$ cat src/rtl/serial_port_consts.svh
// constants for the multichannel serial port: channel limits, word length and law codes, companding, timing
// assumes inclusion by the port module only
`ifndef SERIAL_PORT_CONSTS_SVH
`define SERIAL_PORT_CONSTS_SVH
`define CLK_PERIOD_NS 8
`define MIN_BIT_CLOCK_DIVIDE 2
`define SYNC_STAGES 2
`define MAX_CHANNELS 128
`define MAX_ENABLED_CHANNELS 32
`define WLEN_8 3'h0
`define WLEN_12 3'h1
`define WLEN_16 3'h2
`define WLEN_20 3'h3
`define WLEN_24 3'h4
`define WLEN_32 3'h5
`define LAW_MU 1'h0
`define LAW_A 1'h1
`define MU_BIAS 14'h0084
`define A_LAW_XOR 8'h55
`define MU_LAW_XOR 8'hFF
`endif

$ cat src/rtl/serial_port_pkg.sv
// types of the multichannel serial port
// assumes serial_port_consts.svh is on the include path
package serial_port_pkg;
  typedef struct packed {
    logic [2:0] word_len;
    logic compand_en;
    logic law_a;
    logic multichannel;
    logic [6:0] channels_per_frame_m1;
    logic [127:0] channel_enable;
    logic clk_internal;
    logic fs_internal;
    logic clk_pol;
    logic fs_pol;
  } dir_cfg_t;
  typedef struct packed {
    logic [7:0] clk_div_m1;
    logic [11:0] frame_period_m1;
    logic [7:0] fs_width_m1;
    logic [1:0] fs_delay;
    logic clock_stop;
    logic spi_master;
  } gen_cfg_t;
  typedef struct packed {
    logic [1:0] tx_clk;
    logic [1:0] tx_fs;
    logic [1:0] rx_clk;
    logic [1:0] rx_fs;
    logic [1:0] rx_dat;
  } sync_t;
endpackage

$ cat src/rtl/multichannel_serial_port.sv
// multichannel serial port: double-buffered full-duplex serial link
// assumes pins are async to CLK and are synchronised here; bit clock <= CLK/2
`timescale 1ns/10ps
`include "serial_port_consts.svh"
module multichannel_serial_port
#(
  parameter int MAX_WORD = 32
)
(
  input wire logic CLK,
  input wire logic ARST_N,
  input wire serial_port_pkg::dir_cfg_t TX_CFG,
  input wire serial_port_pkg::dir_cfg_t RX_CFG,
  input wire serial_port_pkg::gen_cfg_t GEN_CFG,
  input wire logic ENABLE,
  input wire logic [31:0] TX_WRITE_DATA,
  input wire logic TX_WRITE,
  output logic [31:0] RX_READ_DATA,
  input wire logic RX_READ,
  output logic TX_READY,
  output logic RX_READY,
  output logic TX_EVENT,
  output logic RX_EVENT,
  output logic RX_OVERRUN,
  input wire logic TX_BIT_CLOCK_IN,
  output logic TX_BIT_CLOCK_OUT,
  output logic TX_BIT_CLOCK_OE,
  input wire logic TX_FRAME_SYNC_IN,
  output logic TX_FRAME_SYNC_OUT,
  output logic TX_FRAME_SYNC_OE,
  output logic TX_SERIAL_DATA,
  output logic TX_SERIAL_DATA_OE,
  input wire logic RX_BIT_CLOCK_IN,
  output logic RX_BIT_CLOCK_OUT,
  output logic RX_BIT_CLOCK_OE,
  input wire logic RX_FRAME_SYNC_IN,
  output logic RX_FRAME_SYNC_OUT,
  output logic RX_FRAME_SYNC_OE,
  input wire logic RX_SERIAL_DATA
);
  import serial_port_pkg::*;

  initial
  begin
    if (MAX_WORD != 32)
      $error("MAX_WORD must be 32");
  end

  // ==========================================================================
  // helpers
  function automatic logic [5:0] word_bits(input logic [2:0] code);
    unique case (code)
      `WLEN_8: word_bits = 6'h08;
      `WLEN_12: word_bits = 6'h0C;
      `WLEN_16: word_bits = 6'h10;
      `WLEN_20: word_bits = 6'h14;
      `WLEN_24: word_bits = 6'h18;
      default: word_bits = 6'h20;
    endcase
  endfunction

  function automatic logic [7:0] compress(input logic [15:0] lin, input logic law_a);
    logic sgn;
    logic [13:0] mag;
    logic [2:0] seg;
    logic [3:0] man;
    sgn = lin[15];
    mag = sgn ? 14'(~lin[15:2]) : lin[15:2];
    seg = 3'h0;
    man = 4'h0;
    if (!law_a)
    begin
      mag = (mag > 14'h1FDF) ? 14'h1FDF : mag;
      mag = 14'(mag + (`MU_BIAS >> 2));
      for (int i = 0; i < 8; i++)
        if (mag[i + 5])
          seg = 3'(i);
      man = 4'(mag >> (seg + 3'h1));
      compress = {sgn, seg, man} ^ `MU_LAW_XOR;
    end
    else
    begin
      mag = mag >> 1;
      for (int i = 0; i < 7; i++)
        if (mag[i + 5])
          seg = 3'(i + 1);
      man = (seg == 3'h0) ? mag[4:1] : 4'(mag >> seg);
      compress = {~sgn, seg, man} ^ `A_LAW_XOR;
    end
  endfunction

  function automatic logic [15:0] expand(input logic [7:0] code, input logic law_a);
    logic [7:0] c;
    logic [2:0] seg;
    logic [15:0] mag;
    c = law_a ? (code ^ `A_LAW_XOR) : (code ^ `MU_LAW_XOR);
    seg = c[6:4];
    if (!law_a)
      mag = 16'((({12'h000, c[3:0]} << 3) + 16'h0084) << seg) - 16'h0084;
    else if (seg == 3'h0)
      mag = {7'h00, c[3:0], 5'h10} >> 1;
    else
      mag = 16'({11'h001, c[3:0], 1'b1} << (seg + 3'h2));
    expand = (law_a ? !c[7] : c[7]) ? 16'(-mag) : mag;
  endfunction

  // ==========================================================================
  // state
  typedef enum logic [2:0] {IDLE = 3'b001, WAIT_SYNC = 3'b010, SHIFT = 3'b100} dir_state_t;

  typedef struct packed {
    sync_t sy;
    logic [7:0] div_cnt;
    logic gen_clk;
    logic [11:0] frame_cnt;
    logic gen_fs;
    logic tx_clk_d;
    logic rx_clk_d;
    logic tx_fs_d;
    logic rx_fs_d;
    dir_state_t tx_st;
    dir_state_t rx_st;
    logic [1:0] tx_dly;
    logic [1:0] rx_dly;
    logic [31:0] hold;
    logic hold_full;
    logic [31:0] tx_sh;
    logic [5:0] tx_bits;
    logic [6:0] tx_chan;
    logic tx_en_chan;
    logic [31:0] rx_sh;
    logic [5:0] rx_bits;
    logic [6:0] rx_chan;
    logic [31:0] buf_w;
    logic buf_full;
    logic [31:0] rd;
    logic rd_full;
    logic txd;
    logic txd_oe;
    logic tx_ev;
    logic rx_ev;
    logic ovr;
  } state_t;

  state_t s_r, s_nxt;

  logic [5:0] tx_len, rx_len;
  logic gen_rise, gen_fall;
  logic tx_c, rx_c, tx_f, rx_f;
  logic tx_out_edge, rx_smp_edge, tx_fs_start, rx_fs_start;
  logic [31:0] tx_load, rx_word;
  logic [7:0] en_cnt_tx;
  logic buf_take;

  always_comb
  begin
    s_nxt = s_r;
    s_nxt.tx_ev = 1'b0;
    s_nxt.rx_ev = 1'b0;
    tx_len = GEN_CFG.clock_stop ? word_bits(TX_CFG.word_len) : word_bits(TX_CFG.word_len);
    rx_len = word_bits(RX_CFG.word_len);
    en_cnt_tx = 8'h00;
    buf_take = 1'b0;
    // pins pass two flops before any use
    s_nxt.sy.tx_clk = {s_r.sy.tx_clk[0], TX_BIT_CLOCK_IN};
    s_nxt.sy.tx_fs = {s_r.sy.tx_fs[0], TX_FRAME_SYNC_IN};
    s_nxt.sy.rx_clk = {s_r.sy.rx_clk[0], RX_BIT_CLOCK_IN};
    s_nxt.sy.rx_fs = {s_r.sy.rx_fs[0], RX_FRAME_SYNC_IN};
    s_nxt.sy.rx_dat = {s_r.sy.rx_dat[0], RX_SERIAL_DATA};
    // ========================================================================
    // internal clock and frame generation, divide at least four
    gen_rise = 1'b0;
    gen_fall = 1'b0;
    if (ENABLE)
    begin
      if (s_r.div_cnt == 8'h00)
      begin
        s_nxt.div_cnt = (GEN_CFG.clk_div_m1 == 8'h00) ? 8'h01 : GEN_CFG.clk_div_m1;
        s_nxt.gen_clk = !s_r.gen_clk;
        gen_rise = !s_r.gen_clk;
        gen_fall = s_r.gen_clk;
      end
      else
        s_nxt.div_cnt = 8'(s_r.div_cnt - 8'h01);
      if (gen_fall)
      begin
        s_nxt.frame_cnt = (s_r.frame_cnt == GEN_CFG.frame_period_m1) ? 12'h000
          : 12'(s_r.frame_cnt + 12'h001);
        s_nxt.gen_fs = (s_nxt.frame_cnt <= {4'h0, GEN_CFG.fs_width_m1});
      end
    end
    // ========================================================================
    // choose clock and sync, apply polarity; generated ones are active high
    tx_c = TX_CFG.clk_internal ? s_r.gen_clk : (s_r.sy.tx_clk[1] ^ TX_CFG.clk_pol);
    rx_c = RX_CFG.clk_internal ? s_r.gen_clk : (s_r.sy.rx_clk[1] ^ RX_CFG.clk_pol);
    tx_f = TX_CFG.fs_internal ? s_r.gen_fs : (s_r.sy.tx_fs[1] ^ TX_CFG.fs_pol);
    rx_f = RX_CFG.fs_internal ? s_r.gen_fs : (s_r.sy.rx_fs[1] ^ RX_CFG.fs_pol);
    if (GEN_CFG.clock_stop)
    begin
      rx_c = tx_c;
      rx_f = tx_f;
    end
    s_nxt.tx_clk_d = tx_c;
    s_nxt.rx_clk_d = rx_c;
    tx_out_edge = tx_c && !s_r.tx_clk_d;
    rx_smp_edge = !rx_c && s_r.rx_clk_d;
    tx_fs_start = tx_out_edge && tx_f;
    rx_fs_start = rx_smp_edge && rx_f;
    if (tx_out_edge)
      s_nxt.tx_fs_d = tx_f;
    if (rx_smp_edge)
      s_nxt.rx_fs_d = rx_f;
    // ========================================================================
    // transmit
    if (TX_WRITE && !s_r.hold_full)
    begin
      s_nxt.hold = TX_WRITE_DATA;
      s_nxt.hold_full = 1'b1;
    end
    tx_load = (TX_CFG.compand_en) ? {s_r.hold[7:0], 24'h000000} : s_r.hold << (6'h20 - tx_len);
    if (TX_CFG.compand_en)
      tx_load = {compress(s_r.hold[15:0], TX_CFG.law_a), 24'h000000};
    for (int i = 0; i < 128; i++)
      if (TX_CFG.channel_enable[i])
        en_cnt_tx = 8'(en_cnt_tx + 8'h01);
    unique case (s_r.tx_st)
      IDLE:
        if (ENABLE && tx_fs_start && !(tx_f && s_r.tx_fs_d))
        begin
          s_nxt.tx_st = (GEN_CFG.fs_delay == 2'h0) ? SHIFT : WAIT_SYNC;
          s_nxt.tx_dly = GEN_CFG.fs_delay;
          s_nxt.tx_chan = 7'h00;
        end
      WAIT_SYNC:
        if (tx_out_edge)
        begin
          s_nxt.tx_dly = 2'(s_r.tx_dly - 2'h1);
          if (s_r.tx_dly == 2'h1)
            s_nxt.tx_st = SHIFT;
        end
      default: ;
    endcase
    if ((s_r.tx_st != SHIFT) && (s_nxt.tx_st == SHIFT))
    begin
      s_nxt.tx_bits = tx_len;
      s_nxt.tx_en_chan = !TX_CFG.multichannel || TX_CFG.channel_enable[0];
      s_nxt.tx_sh = tx_load;
      // only a full holder empties; a write in this cycle stays for the next word
      if (s_nxt.tx_en_chan && s_r.hold_full)
      begin
        s_nxt.hold_full = 1'b0;
        s_nxt.tx_ev = 1'b1;
      end
    end
    if ((s_r.tx_st == SHIFT) && tx_out_edge)
    begin
      s_nxt.txd = s_r.tx_sh[31];
      s_nxt.txd_oe = s_r.tx_en_chan;
      s_nxt.tx_sh = {s_r.tx_sh[30:0], 1'b0};
      s_nxt.tx_bits = 6'(s_r.tx_bits - 6'h01);
      if (s_r.tx_bits == 6'h01)
      begin
        s_nxt.tx_chan = 7'(s_r.tx_chan + 7'h01);
        if (GEN_CFG.clock_stop || !TX_CFG.multichannel
            || (s_r.tx_chan == TX_CFG.channels_per_frame_m1))
          s_nxt.tx_st = IDLE;
        else
        begin
          s_nxt.tx_bits = tx_len;
          s_nxt.tx_en_chan = TX_CFG.channel_enable[s_nxt.tx_chan];
          s_nxt.tx_sh = tx_load;
          if (s_nxt.tx_en_chan && s_r.hold_full)
          begin
            s_nxt.hold_full = 1'b0;
            s_nxt.tx_ev = 1'b1;
          end
        end
      end
    end
    if (s_r.tx_st == IDLE && tx_out_edge)
      s_nxt.txd_oe = 1'b0;
    // ========================================================================
    // receive
    unique case (s_r.rx_st)
      IDLE:
        if (ENABLE && rx_fs_start && !s_r.rx_fs_d)
        begin
          s_nxt.rx_st = (GEN_CFG.fs_delay == 2'h0) ? SHIFT : WAIT_SYNC;
          s_nxt.rx_dly = GEN_CFG.fs_delay;
          s_nxt.rx_chan = 7'h00;
          s_nxt.rx_bits = rx_len;
        end
      WAIT_SYNC:
        if (rx_smp_edge)
        begin
          s_nxt.rx_dly = 2'(s_r.rx_dly - 2'h1);
          if (s_r.rx_dly == 2'h1)
            s_nxt.rx_st = SHIFT;
        end
      default: ;
    endcase
    rx_word = s_r.rx_sh;
    if ((s_r.rx_st == SHIFT) && rx_smp_edge)
    begin
      s_nxt.rx_sh = {s_r.rx_sh[30:0], s_r.sy.rx_dat[1]};
      s_nxt.rx_bits = 6'(s_r.rx_bits - 6'h01);
      if (s_r.rx_bits == 6'h01)
      begin
        rx_word = s_nxt.rx_sh & (32'hFFFFFFFF >> (6'h20 - rx_len));
        if (RX_CFG.compand_en)
          rx_word = {{16{1'b0}}, expand(s_nxt.rx_sh[7:0], RX_CFG.law_a)};
        if (!RX_CFG.multichannel || RX_CFG.channel_enable[s_r.rx_chan])
        begin
          if (s_r.buf_full && s_r.rd_full)
            s_nxt.ovr = 1'b1;
          else
          begin
            s_nxt.buf_w = rx_word;
            s_nxt.buf_full = 1'b1;
            buf_take = 1'b1;
          end
        end
        s_nxt.rx_bits = rx_len;
        s_nxt.rx_chan = 7'(s_r.rx_chan + 7'h01);
        if (GEN_CFG.clock_stop || !RX_CFG.multichannel
            || (s_r.rx_chan == RX_CFG.channels_per_frame_m1))
          s_nxt.rx_st = IDLE;
      end
    end
    if (RX_READ && s_r.rd_full)
      s_nxt.rd_full = 1'b0;
    if (s_r.buf_full && !s_r.rd_full)
    begin
      s_nxt.rd = s_r.buf_w;
      s_nxt.rd_full = 1'b1;
      s_nxt.buf_full = buf_take;
      s_nxt.rx_ev = 1'b1;
    end
    if (!ENABLE)
    begin
      s_nxt.tx_st = IDLE;
      s_nxt.rx_st = IDLE;
      s_nxt.txd_oe = 1'b0;
    end
  end

  always_ff @(posedge CLK or negedge ARST_N)
  begin
    if (!ARST_N)
    begin
      s_r <= '0;
      s_r.tx_st <= IDLE;
      s_r.rx_st <= IDLE;
    end
    else
      s_r <= s_nxt;
  end

  // ==========================================================================
  // outputs, from flops except the clock and sync pin enables, which come from the configuration
  assign RX_READ_DATA = s_r.rd;
  assign TX_READY = !s_r.hold_full;
  assign RX_READY = s_r.rd_full;
  assign TX_EVENT = s_r.tx_ev;
  assign RX_EVENT = s_r.rx_ev;
  assign RX_OVERRUN = s_r.ovr;
  assign TX_BIT_CLOCK_OUT = s_r.tx_clk_d;
  assign TX_BIT_CLOCK_OE = TX_CFG.clk_internal;
  assign TX_FRAME_SYNC_OUT = s_r.gen_fs;
  assign TX_FRAME_SYNC_OE = TX_CFG.fs_internal;
  assign TX_SERIAL_DATA = s_r.txd;
  assign TX_SERIAL_DATA_OE = s_r.txd_oe;
  assign RX_BIT_CLOCK_OUT = s_r.rx_clk_d;
  assign RX_BIT_CLOCK_OE = RX_CFG.clk_internal && !GEN_CFG.clock_stop;
  assign RX_FRAME_SYNC_OUT = s_r.gen_fs;
  assign RX_FRAME_SYNC_OE = RX_CFG.fs_internal && !GEN_CFG.clock_stop;
endmodule

$ cat config.mk
export PLATFORM = sky130hd
export DESIGN_NAME = multichannel_serial_port
export DESIGN_NICKNAME = d
export VERILOG_FILES = /design/src/rtl/serial_port_pkg.sv /design/src/rtl/multichannel_serial_port.sv
export VERILOG_INCLUDE_DIRS = /design/src /design/src/rtl
export SDC_FILE = /design/constraint.sdc
export NUM_CORES = 1
export LEC_CHECK = 0
export ABC_AREA = 1
export BUFFER_PORTS_ARGS = -buffer_cell sky130_fd_sc_hd__clkbuf_2
export CORE_ASPECT_RATIO = 1.4
export CORE_UTILIZATION = 45
export CTS_CLUSTER_DIAMETER = 120
export DETAILED_ROUTE_END_ITERATION = 7
export GPL_TIMING_DRIVEN = 1
export PLACE_DENSITY = 0.69
export SLEW_MARGIN = 10
export SYNTH_ARGS = -nofsm -noshare
export SYNTH_HDL_FRONTEND = slang
export SYNTH_SLANG_ARGS = --single-unit
export TNS_END_PERCENT = 100
$ cat constraint.sdc
create_clock -name CLK -period 3.74 [get_ports CLK]
set_clock_uncertainty 0.15 [all_clocks]
set_input_delay 0.935 -clock CLK [delete_from_list [all_inputs] [get_ports CLK]]
set_output_delay 0.935 -clock CLK [all_outputs]
set_load 0.02 [all_outputs]
==> After elaboration in Yosys (flattened, before gate mapping) <==
Cells that the tools add are included.
{ "word_totals": {"register_bits": 240, "latch_bits": 0, "mem_bits_rw": 0, "mem_bits_ro": 0, "inputBits": 364, "output_inout_bits": 47, "wordCells": 267, "mem_count": 0} }
{ "op_classes": {"add_sub_neg": 16, "multipliers": 0, "div_mod_pow": 0, "magnitude_cmp": 4, "n_eq_ne": 29, "n_shift": 6, "muxes": 103, "bitwise_logic": 12, "n_reduce_logical": 62} }
{ "ops": {"columns": ["operator", "count"], "rows": [
  ["16-bit 2-to-1 mux", 6],
  ["47-bit 2-to-1 mux", 2],
  ["46-bit 2-to-1 mux", 2],
  ["3-bit 2-to-1 mux", 29],
  ["39-bit 2-to-1 mux", 2],
  ["33-bit 2-to-1 mux", 2],
  ["32-bit 2-to-1 mux", 2],
  ["6-bit case mux with 5 select lines", 2],
  ["34-bit 2-to-1 mux", 1],
  ["32-bit AND", 1],
  ["8-bit 2-to-1 mux", 4],
  ["32-bit by 6-bit left shift with 32-bit output", 1],
  ["32-bit by 6-bit >> shifter with 32-bit output (first input constant)", 1],
  ["1-bit 2-to-1 mux", 31],
  ["14-bit 2-to-1 mux", 2],
  ["13-bit 2-to-1 mux", 2],
  ["1-bit logical AND", 21],
  ["3-bit by 2-bit equality test with 1-bit output (second input constant)", 6],
  ["2-bit nonzero test", 9],
  ["8-bit logical NOT", 2],
  ["7-bit by 8-bit less-than comparator with 1-bit output (second input constant)", 2],
  ["16-bit negation", 1],
  ["8-bit inverter", 2],
  ["6-bit by 3-bit left shift with 16-bit output", 1],
  ["other kinds (45)", 98]
]} }

==> Depth between registers and ports, before layout <==
Gate-level depths: netlist of the first run.
{ "depth": {"depth_word": 24, "depth_mapped": 28, "ltp_nobuf": 26} }

==> Worst setup path after synthesis of the first run <==
No wires, ideal clock.
{ "synth_path": {"kind": "input-to-reg", "from": "input GEN_CFG[12] in the netlist's numbering", "to": "register s_r, in the netlist RX_FRAME_SYNC_OUT", "setup_ps": 110, "arrival_time_ps": 3150, "required_time_ps": 3480, "setup_slack_ps": 329, "path_stages": 15, "path_buffers": 0, "cell_sequence": "or2_2 > a21oi_1 > nand4_1 > nor3_1 > inv_1 > o21ai_0 > a21oi_1 > ha_1 > nand2_1 > inv_1 > a221oi_1 > o2111ai_1 > o21ai_0 > nand2_1 > o41ai_1"} }
{ "synth_between": {"elab_chain_cells": 3} }
{ "synth_rtl": {"columns": ["element", "line", "text"], "rows": [
  ["from (decl)", "multichannel_serial_port.sv:14", "input wire serial_port_pkg::gen_cfg_t GEN_CFG,"],
  ["12-bit equality test", "multichannel_serial_port.sv:187", "s_nxt.frame_cnt = (s_r.frame_cnt == GEN_CFG.frame_period_m1) ? 12'h000"],
  ["12-bit 2-to-1 mux", "multichannel_serial_port.sv:187", null],
  ["12-bit by 8-bit less-or-equal comparator with 1-bit output", "multichannel_serial_port.sv:189", "s_nxt.gen_fs = (s_nxt.frame_cnt <= {4'h0, GEN_CFG.fs_width_m1});"],
  ["to (signal assigned)", "multichannel_serial_port.sv:356", "s_r <= s_nxt;"],
  ["to (decl)", "multichannel_serial_port.sv:145", "state_t s_r, s_nxt;"]
]} }
Every way passes these cells.
A chain may end at the register's enable or synchronous reset.

==> Worst setup path in the final report of the first run <==
{ "layout_path": {"from": "register s_r[178] in the netlist's numbering", "to": "register s_r[154] in the netlist's numbering"} }
{ "layout_between": {"elab_chain_cells": 22} }
{ "layout_rtl": {"columns": ["element", "line", "text"], "rows": [
  ["14-bit inverter", "multichannel_serial_port.sv:68", "mag = sgn ? 14'(~lin[15:2]) : lin[15:2];"],
  ["14-bit 2-to-1 mux", "multichannel_serial_port.sv:68", null],
  ["14-bit by 13-bit greater-than comparator with 1-bit output", "multichannel_serial_port.sv:73", "mag = (mag > 14'h1FDF) ? 14'h1FDF : mag;"],
  ["14-bit 2-to-1 mux", "multichannel_serial_port.sv:73", null],
  ["14-bit by 6-bit adder with 14-bit output", "multichannel_serial_port.sv:74", "mag = 14'(mag + (`MU_BIAS >> 2));"],
  ["1-bit 2-to-1 mux", "multichannel_serial_port.sv:76", "if (mag[i + 5])"],
  ["3-bit 2-to-1 mux (6 in series)", "multichannel_serial_port.sv:76", null],
  ["3-bit 2-to-1 mux", "multichannel_serial_port.sv:71", "if (!law_a)"],
  ["3-bit 2-to-1 mux", "multichannel_serial_port.sv:221", "if (TX_CFG.compand_en)"],
  ["3-bit by 1-bit adder with 3-bit output", "multichannel_serial_port.sv:78", "man = 4'(mag >> (seg + 3'h1));"],
  ["14-bit by 3-bit >> shifter with 4-bit output", "multichannel_serial_port.sv:78", null],
  ["8-bit inverter (no line)", null, null],
  ["8-bit 2-to-1 mux", "multichannel_serial_port.sv:71", null],
  ["32-bit 2-to-1 mux *", "multichannel_serial_port.sv:221", null],
  ["39-bit 2-to-1 mux", "multichannel_serial_port.sv:264", "if (GEN_CFG.clock_stop || !TX_CFG.multichannel"],
  ["47-bit 2-to-1 mux", "multichannel_serial_port.sv:261", "if (s_r.tx_bits == 6'h01)"],
  ["47-bit 2-to-1 mux *", "multichannel_serial_port.sv:255", "if ((s_r.tx_st == SHIFT) && tx_out_edge)"]
]} }
Mark *: on every way between the ends. The rest lies on a longest branch, timed or not. The select of a mux whose other input is x is not followed.

==> results.toml, run 1 <==
[synth]
synth_ff_type = "dfrtp_1"
synth.most_common_cell = "nand2_1"
synth.distinct_cells = 55
yosysTopAreaCell = "dfrtp_1"
syn_nets = 2760
netlist_area_um2 = 16560
synth_cells = 2371
netlist.area_leader.share_pct = 35.96
ys_top_cells_by_count = "494 x nand2_1, 339 x o21ai_0, 282 x nor2_1, 238 x dfrtp_1, 238 x inv_1"
synth.avg_cell_area_um2 = 6.986
synth_warnings = 0
ys_seq_elements = 240
synth.area.top_cells = "dfrtp_1 36%, nand2_1 11%, o21ai_0 10%"
synth_async_sr_flop_share_pct = 100.0
synth_edf_count = 0
yosysSeqAreaShare_pct = 36.27

[job]
cap_violations = 0

[critical_path]
reg2reg_to = "s_r[154]"
rr_worst_depth = 21
crit_arrival_ns = 3.79
cp-endpoint = "s_r[154]"
r2r_setup_slack_ns = 0.22
cp-start-kind = "flip-flop"
cp-startpoint = "s_r[178]"
required_ns = 4.02
path_class = "reg -> reg"
end_kind = "flip-flop"
cp_max_fo = 8
rr_startpoint = "s_r[178]"

[detailed_routing]
vias = 17410
drt-initial-drc-count = 1243
routedWlPerCell_um = 16.85
viasPerCell = 5.419
drt-pass1-iter-count = 8
drc = 0
drt-total-wl_um = 54130
ant_nets = 0

[die]
die_area_um2 = 37590
top_level_ports = 411
fp.dieW_um = 164.1
core_area_um2 = 36010
initial_core_util_pct = 45.99
rows = 82
die_h_um = 229.0

[cts]
cts_root_buf = "clkbuf_16"
insertion_delay_ns = 0.54
clk_pin_slew_ns = 0.07
cts-buffers-inserted = 26
cts_hold_buf = 0
cts_setup_buffers = 0
ctsLongestPathBuffers = 3
cts_tree = "done"
numClockSinks = 240
ctsHtreeMaxLevel = 1
cts_resized = 0

[run_status]
status = "finished, final reports clean"

[timing]
max_freq_mhz = 284.4
slew_headroom_pct = 42.12
hold_slack_ns = 0.1974
finalSetupViolCount = 0
finalMaxSlewViolations = 0
fin_ws_ns = 0.2240
rsz0062_at_grt = "false"
setup_tns_ns = 0
final_hold_viol_count = 0
tightestPinTransition_ns = 0.8651
fin_crit_sh_pct = 94.01
period_needed_ns = 3.516

[worst_hold_path]
hold_class = "in -> async"

[placed_design]
port_buffers = 409
post-place-ws_ns = 0.1109
gp_congestion = 1.015
dp_hpwl_um = 42330

[global_routing]
grt_max_degree = 77
grt_pass1_vias = 16920
grt_pass1_wl_um = 84630
track_usage_pct = 28.25
gr-total-overflow = 0
antenna_found_initial = 2

[pwr]
peakVddDrop_v = 0.0004614
total_power_mw = 14.31
power.density_nw_per_um2 = 714.9
power_leakage_nw = 10.18

[layout]
area_growth_pct = 20.86
nets = 3120
drive_gt1_share_pct = 21.79
fin_util_pct = 55.59
-- area by class of cell --
cell class              instances  area, um2
flip-flops and latches        240       6011
multi-input cells            1725       8892
clock buffers                  32      714.4
diodes                          2      5.005
well taps                     462      578.1
fillers                      3591      15990
clock inverters                14      188.9
repair buffers                485       2678
inverters                     253      952.2
-- metrics by stage --
step,std cells,cell area (um2)
floorplan,2371,16560
global placement,3165,19070
detailed placement,3165,19070
CTS,3211,19980
global route,3213,20020
finish,3213,20020
-- kinds of logic after synthesis --
logic type | Yosys count | synth area share, %
xor gates and xnor gates | 62 | 3.482
AOI/OAI and AO/OA | 636 | 22.12
muxes | 25 | 1.579
adders and majority gates | 25 | 1.889
and+or+nand+nor | 977 | 24.28
DFF | 240 | 36.27
buffers and inverters | 406 | 10.38
-- registers in the layout (all words and copies together), names as in the netlist --
name               cells
TX_SERIAL_DATA_OE      1
TX_EVENT               1
RX_BIT_CLOCK_OUT       1
RX_READY               1
s_nxt                  5
RX_EVENT               1
TX_SERIAL_DATA         1
RX_FRAME_SYNC_OUT      1
TX_BIT_CLOCK_OUT       1
RX_OVERRUN             1
RX_READ_DATA          32
s_r                  194
-- where the power goes --
part           internal [mW]  leakage, nW  switching, mW  total, mW
Clock                   1.64        0.442           1.10       2.74
Combinational           2.89         6.85           5.11       8.00
Sequential              3.12         2.89          0.449       3.57
Total                   7.65         10.2           6.66       14.3
-- cells in the final DEF (no fill, tap or decap), types with 39 or more instances in the layout --
master and n:
o21ai_0 339, o22ai_1 63, a21oi_1 89, nor2_1 280, o211ai_1 39, buf_4 72, nand3_1 131, dfrtp_1 236
inv_1 237, nand2_1 493, clkbuf_2 408
-- worst min-delay path by stage --
stage | endpoint | from | cells past startpoint | slack (ns)
after floorplan | s_r[232] | s_nxt[232] | 0 | 0.18
after global placement | s_r[234] | s_nxt[234] | 0 | 0.18
after detailed placement | s_r[240] | s_nxt[240] | 0 | 0.19
after CTS | s_r[240] | s_nxt[240] | 0 | 0.20
after global routing | s_r[234] | s_nxt[234] | 0 | 0.21
final | s_r[211] | ARST_N | 1 | 0.20
-- worst max-delay path, cell delays in order (launching register included) --
cell     delay (ns)
dfrtp_2        0.47
buf_4          0.23
xnor2_2        0.18
nor2_4         0.16
nand3_4        0.09
nand2_1        0.13
ha_4           0.18
nand2_1        0.08
o21ai_2        0.18
nand2_1        0.07
nand2_1        0.09
inv_1          0.07
o21ai_0        0.21
nand2_1        0.11
ha_1           0.34
buf_4          0.18
nand3_1        0.08
nand3_1        0.11
nand3_1        0.12
nand2_1        0.06
nand2_1        0.07
nand2_1        0.05
-- per-layer routing --
layer  vias to the layer above  global-route usage [%]  part of all wire (%)
met3                       114                   3.875                   5.9
met1                      8086                   32.55                    39
met2                       593                   52.04                    51
met5                         -                       0                     0
li1                       8617                       -                     -
met4                         0                   10.42                   3.6
(Power assumes the default switching activity.)
==> inputs of run 2 (changes only) <==
Settings changed: CELL_PAD_IN_SITES_DETAIL_PLACEMENT set to 1, CELL_PAD_IN_SITES_GLOBAL_PLACEMENT set to 1, CORE_UTILIZATION 45 to 39, PLACE_DENSITY 0.69 to not set, PLACE_DENSITY_LB_ADDON set to 0.1.
==> run 2 against run 1 <==
Compared with the run above: power down 0.91%; sequential power about the same; maximum frequency up 2.6%; count of clock-buffer cells in the layout up 3; via count up 0.94%; combinational power up 2%; largest cell class unchanged; non-clock buffer count up 2; clock power down 9.9%; die area up 15%; sequential cell count unchanged; first-iteration DRC count down 43%.
==> results.toml, run 2 (synthesis gave the netlist of run 1 again) <==
[pwr]
peakVddDrop_v = 0.0004136
power.density_nw_per_um2 = 706.1
power_leakage_nw = 10.15

[cts]
insertion_delay_ns = 0.55
clk_pin_slew_ns = 0.06
cts-buffers-inserted = 26
ctsHtreeMaxLevel = 1
numClockSinks = 240
cts_root_buf = "clkbuf_16"
cts_hold_buf = 0
cts_tree = "done"
ctsLongestPathBuffers = 3

[layout]
final_cell_mix = "491 x nand2_1, 408 x clkbuf_2, 339 x o21ai_0, 279 x nor2_1, 237 x inv_1"
largest_register_ffs = 194
fin_cells = 3295
drive_gt1_share_pct = 21.87
layout_commonest_cell = "nand2_1"
num-fill-cells = 5562
fin_area_um2 = 20090
top_register = "s_r"
area_growth_pct = 21.27
nets = 3122

[timing]
final_hold_viol_count = 0
max_freq_mhz = 291.7
finalMaxSlewViolations = 0
hold_slack_ns = 0.1970
fin_crit_sh_pct = 91.66
period_needed_ns = 3.428
finalSetupViolCount = 0
tightestPinTransition_ns = 0.8266
slew_headroom_pct = 44.70
rsz0062_at_grt = "false"

[detailed_routing]
drt-pass1-iter-count = 5
viasPerCell = 5.334
vias = 17570
ant_nets = 0
drt-initial-drc-count = 707
drt-total-wl_um = 58980
drc = 0
routedWlPerCell_um = 17.90

[placed_design]
place_area_um2 = 19190
dp.cells = 3246
port_buffers = 409
gp_congestion = 0.8868
dp_hpwl_um = 46650

[die]
rows = 89
initial_core_util_pct = 39.45
fp.dieW_um = 176.2
core_area_um2 = 41980
die_h_um = 245.8
die_area_um2 = 43310
top_level_ports = 411

[critical_path]
cp-endpoint = "s_r[154]"
cp_max_fo = 8
cp-start-kind = "flip-flop"
r2r_setup_slack_ns = 0.31
rr_startpoint = "s_r[178]"
rr_worst_depth = 20
reg2reg_to = "s_r[154]"
cp-startpoint = "s_r[178]"
end_kind = "flip-flop"
crit_arrival_ns = 3.72
path_class = "reg -> reg"
required_ns = 4.03

[global_routing]
grt_pass1_vias = 18350
grt_max_degree = 93
grt_pass1_wl_um = 94420
track_usage_pct = 26.97
gr-total-overflow = 0
antenna_found_initial = 2

[run_status]
status = "finished, final reports clean"

[worst_hold_path]
hold_class = "reg -> reg"

[job]
cap_violations = 0
[run 2: cell types whose count changed in the layout (fill, tap and decap cells not counted), moves of 2 or more]
| cell | previous run | this run |
|---|---|---|
| nand2_1 | 493 | 491 |
| nand2_2 | 16 | 19 |
| clkbuf_8 | 2 | 4 |
| buf_12 | 4 | 7 |
| bufinv_16 | 4 | 0 |
[run 2: worst min-delay path by stage]
| stage | start | end | slack, ns | depth (start not counted) |
|---|---|---|---|---|
| final | s_nxt[234] | s_r[234] | 0.20 | 0 |
| after floorplan | s_nxt[232] | s_r[232] | 0.18 | 0 |
| after CTS | s_nxt[234] | s_r[234] | 0.20 | 0 |
| after global placement | s_nxt[236] | s_r[236] | 0.18 | 0 |
| after detailed placement | s_nxt[234] | s_r[234] | 0.19 | 0 |
| after global routing | s_nxt[234] | s_r[234] | 0.21 | 0 |
[run 2: stage by stage]
step / total power [mW] / setup WS [ns] / utilization (%) / setup TNS [ns]
finish: 14.18 / 0.3118 / 47.85 / 0
global route: 15.37 / 0.03467 / 47.85 / 0
CTS: 14.15 / 0.02087 / 47.63 / 0
detailed placement: 11.58 / -0.007244 / 45.72 / -0.01300
global placement: 11.35 / 0.05381 / 45.72 / 0
floorplan: 9.159 / 0.3294 / - / 0
[run 2: metal layers]
metal  GRT usage [%]  up-vias  share of wire [%]
met1           31.14     8499                 40
li1                -     8599                  -
met5               0        -                  0
met2           50.83      390                 52
met3           3.231       86                4.6
met4           8.593        0                2.9
[run 2: final cells by class]
| class | count | area, um2 | area share (%) |
|---|---|---|---|
| clock buffers | 35 | 745.7 | 3.712 |
| well taps | 546 | 683.2 | 3.401 |
| inverters | 253 | 954.7 | 4.753 |
| repair buffers | 487 | 2730 | 13.59 |
| multi-input cells | 1725 | 8905 | 44.33 |
| clock inverters | 8 | 53.80 | 0.2678 |
| flip-flops and latches | 240 | 6012 | 29.93 |
| diodes | 1 | 2.502 | 0.01246 |
[run 2: power breakdown]
group / total (mW) / internal [mW] / switching, mW
sequential: 3.59 / 3.12 / 0.467
clock: 2.47 / 1.39 / 1.08
combinational: 8.12 / 2.96 / 5.16
[run 2: critical path, cell delays in order (launching register included)]
cell	delay (ns)
dfrtp_2	0.47
buf_4	0.22
xnor2_2	0.17
nor2_4	0.15
nand3_4	0.10
buf_4	0.16
o21ai_1	0.10
nand2_1	0.09
o21ai_2	0.18
nand2_1	0.12
xor2_2	0.20
and2_1	0.21
nand2_1	0.13
ha_4	0.33
inv_2	0.08
nand3_1	0.09
nand3_1	0.09
nand3_1	0.09
nand2_1	0.05
nand2_1	0.08
nand2_1	0.05
[run 2: what timing repair did]
action	CTS	global route
gates cloned	0	0
resized for setup	1	13
endpoints found under the setup margin	4	4
pin swaps	0	3
buffers inserted	0	5
==> inputs of run 3 (changes only) <==
Settings changed: RECOVER_POWER set to 100.
==> run 3 against run 2 <==
Compared with the run above: the run now ends with capacitance limit, slew limit left; worst hold slack is essentially flat; non-clock buffer count unchanged; register-to-register slack about the same; combinational power is essentially flat; via count is 0.10% higher; clock power hardly changed; global-route usage stayed put; sequential share of layout area increased by 0.21 points; sequential power hardly changed; wire length hardly changed.
==> results.toml, run 3 (synthesis gave the netlist of run 1 again) <==
[pwr]
total_power_mw = 14.16
p_clk_share_pct = 17.5
p_seq_share_pct = 25.3
p_int_mw = 7.449
power_leakage_nw = 9.941
power.density_nw_per_um2 = 710.3
p_sw_share_pct = 47.40
p_comb_share_pct = 57.2
p_switching_mw = 6.714
peakVddDrop_v = 0.0004082

[global_routing]
gr-total-overflow = 0
grt_pass1_wl_um = 94420
grt_pass1_vias = 18350
track_usage_pct = 26.97
grt_max_degree = 93
antenna_found_initial = 2

[die]
top_level_ports = 411
die_h_um = 245.8
die_area_um2 = 43310
initial_core_util_pct = 39.45
rows = 89
fp.dieW_um = 176.2
core_area_um2 = 41980

[critical_path]
crit_family = "simple AND/OR/NAND/NOR gates"
crit_buf_inv = 3
cp-start-kind = "flip-flop"
cpMostUsedCell = "nand2_1"
end_kind = "flip-flop"
cp_max_fo = 8
slowest_stage = "dfrtp_2"
crit_chain = "buf_4, xnor2_2, nor2_4, nand3_4, buf_4, o21ai_1, nand2_1, o21ai_2, nand2_1, xor2_2, and2_1, nand2_1, ha_4, inv_2, nand3_1, nand3_1, nand3_1, nand2_1, nand2_1, nand2_1"
crit_arrival_ns = 3.71
required_ns = 4.03
max_stage_delay_ns = 0.47
path_class = "reg -> reg"

[timing]
hold_slack_ns = 0.1971
fin_crit_sh_pct = 91.55
tightestPinTransition_ns = 2.607
final_hold_viol_count = 0
slew_headroom_pct = -73.83
max_freq_mhz = 292.1
finalMaxSlewViolations = 146
finalSetupViolCount = 0
period_needed_ns = 3.424
setup_tns_ns = 0
rsz0062_at_grt = "false"

[cts]
cts-buffers-inserted = 26
cts_root_buf = "clkbuf_16"
cts_hold_buf = 0
ctsHtreeMaxLevel = 1
clk_pin_slew_ns = 0.06
cts_tree = "done"
insertion_delay_ns = 0.55
ctsLongestPathBuffers = 3
numClockSinks = 240

[detailed_routing]
drt-pass1-iter-count = 5
viasPerCell = 5.339
vias = 17590
drt-initial-drc-count = 731
ant_nets = 0
drc = 0
routedWlPerCell_um = 17.91
drt-total-wl_um = 59000

[layout]
drive_gt1_share_pct = 19.51
nets = 3122
largest_register_ffs = 194
num-fill-cells = 5599
ff_latch_area_um2 = 6011
fin_cells = 3295
final_cell_mix = "492 x nand2_1, 363 x clkbuf_2, 339 x o21ai_0, 280 x nor2_1, 237 x inv_1"
top_register = "s_r"
area_growth_pct = 20.39
fin_area_um2 = 19940
layout_commonest_cell = "nand2_1"
multi_input_area_um2 = 8896

[job]
cap_violations = 2

[run_status]
status = "finished, violations left"
violations = "capacitance limit, slew limit"

[placed_design]
gp_congestion = 0.8868
place_area_um2 = 19190
port_buffers = 409
dp_hpwl_um = 46650
dp.cells = 3246

[worst_hold_path]
hold_class = "reg -> reg"
run 3: changes by cell type in the layout (fill, tap and decap cells not counted), sizes merged:
cell,change
clkbuf,+16
buf,-16
run 3: final timing paths:
kind | from | end | slack, ns | depth (start not counted)
worst max-delay path | s_r[178] | s_r[154] | 0.32 | 20
worst min-delay path | s_nxt[234] | s_r[234] | 0.20 | 0
worst max register to register | s_r[178] | s_r[154] | 0.32 | 20
worst min register to register | s_nxt[234] | s_r[234] | 0.20 | 0
max in group asynchronous | ARST_N | s_r[178] | 0.72 | 1
min in group asynchronous | ARST_N | s_r[162] | 1.00 | 1
run 3: area by class of cell:
class	instances	area share (%)
tap	546	3.426
multi-input combinational	1725	44.61
antenna	1	0.01255
clock inverter	8	0.2698
sequential	240	30.14
clock buffer	35	3.740
inverter	253	4.788
timing repair buffer	487	13.01
run 3: worst register-to-register path, delay by kind of cell, from the launching register on:
kind / cells / cell delay, ns
flip-flops: 1 / 0.47
AND/OR/NAND/NOR: 12 / 1.25
adder cells (fa/ha/maj): 1 / 0.33
AO/OA/AOI/OAI: 2 / 0.28
XOR/XNOR: 2 / 0.37
buffers and inverters: 3 / 0.48
run 3: layer usage:
metal | GRT usage, % | part of all wire, % | vias up
li1 | - | - | 8595
met1 | 31.14 | 40 | 8499
met2 | 50.83 | 53 | 414
met3 | 3.231 | 4.7 | 84
met4 | 8.593 | 2.8 | 0
met5 | 0 | 0 | -
run 3: power groups by stage:
stage	Combinational, mW	Sequential [mW]	Clock (mW)
4_1_cts	8.01	3.59	2.55
3_5_place_dp	7.95	3.63	0
2_1_floorplan	5.70	3.46	0
6_report	8.10	3.59	2.48
3_3_place_gp	7.75	3.60	0
5_1_grt	9.04	3.67	2.63
run 3: per-stage QoR:
step	setup WS (ns)	util [%]
after global placement	0.05381	45.72
after global routing	0.03467	47.50
after floorplan	0.3294	-
after detailed placement	-0.007244	45.72
after CTS	0.02087	47.63
final	0.3161	47.50
run 3: timing repair:
action | in CTS | in global routing
setup endpoints to repair | 4 | 4
pin swaps | 0 | 3
buffers inserted | 0 | 5
cloned | 0 | 0
resized for setup | 1 | 13
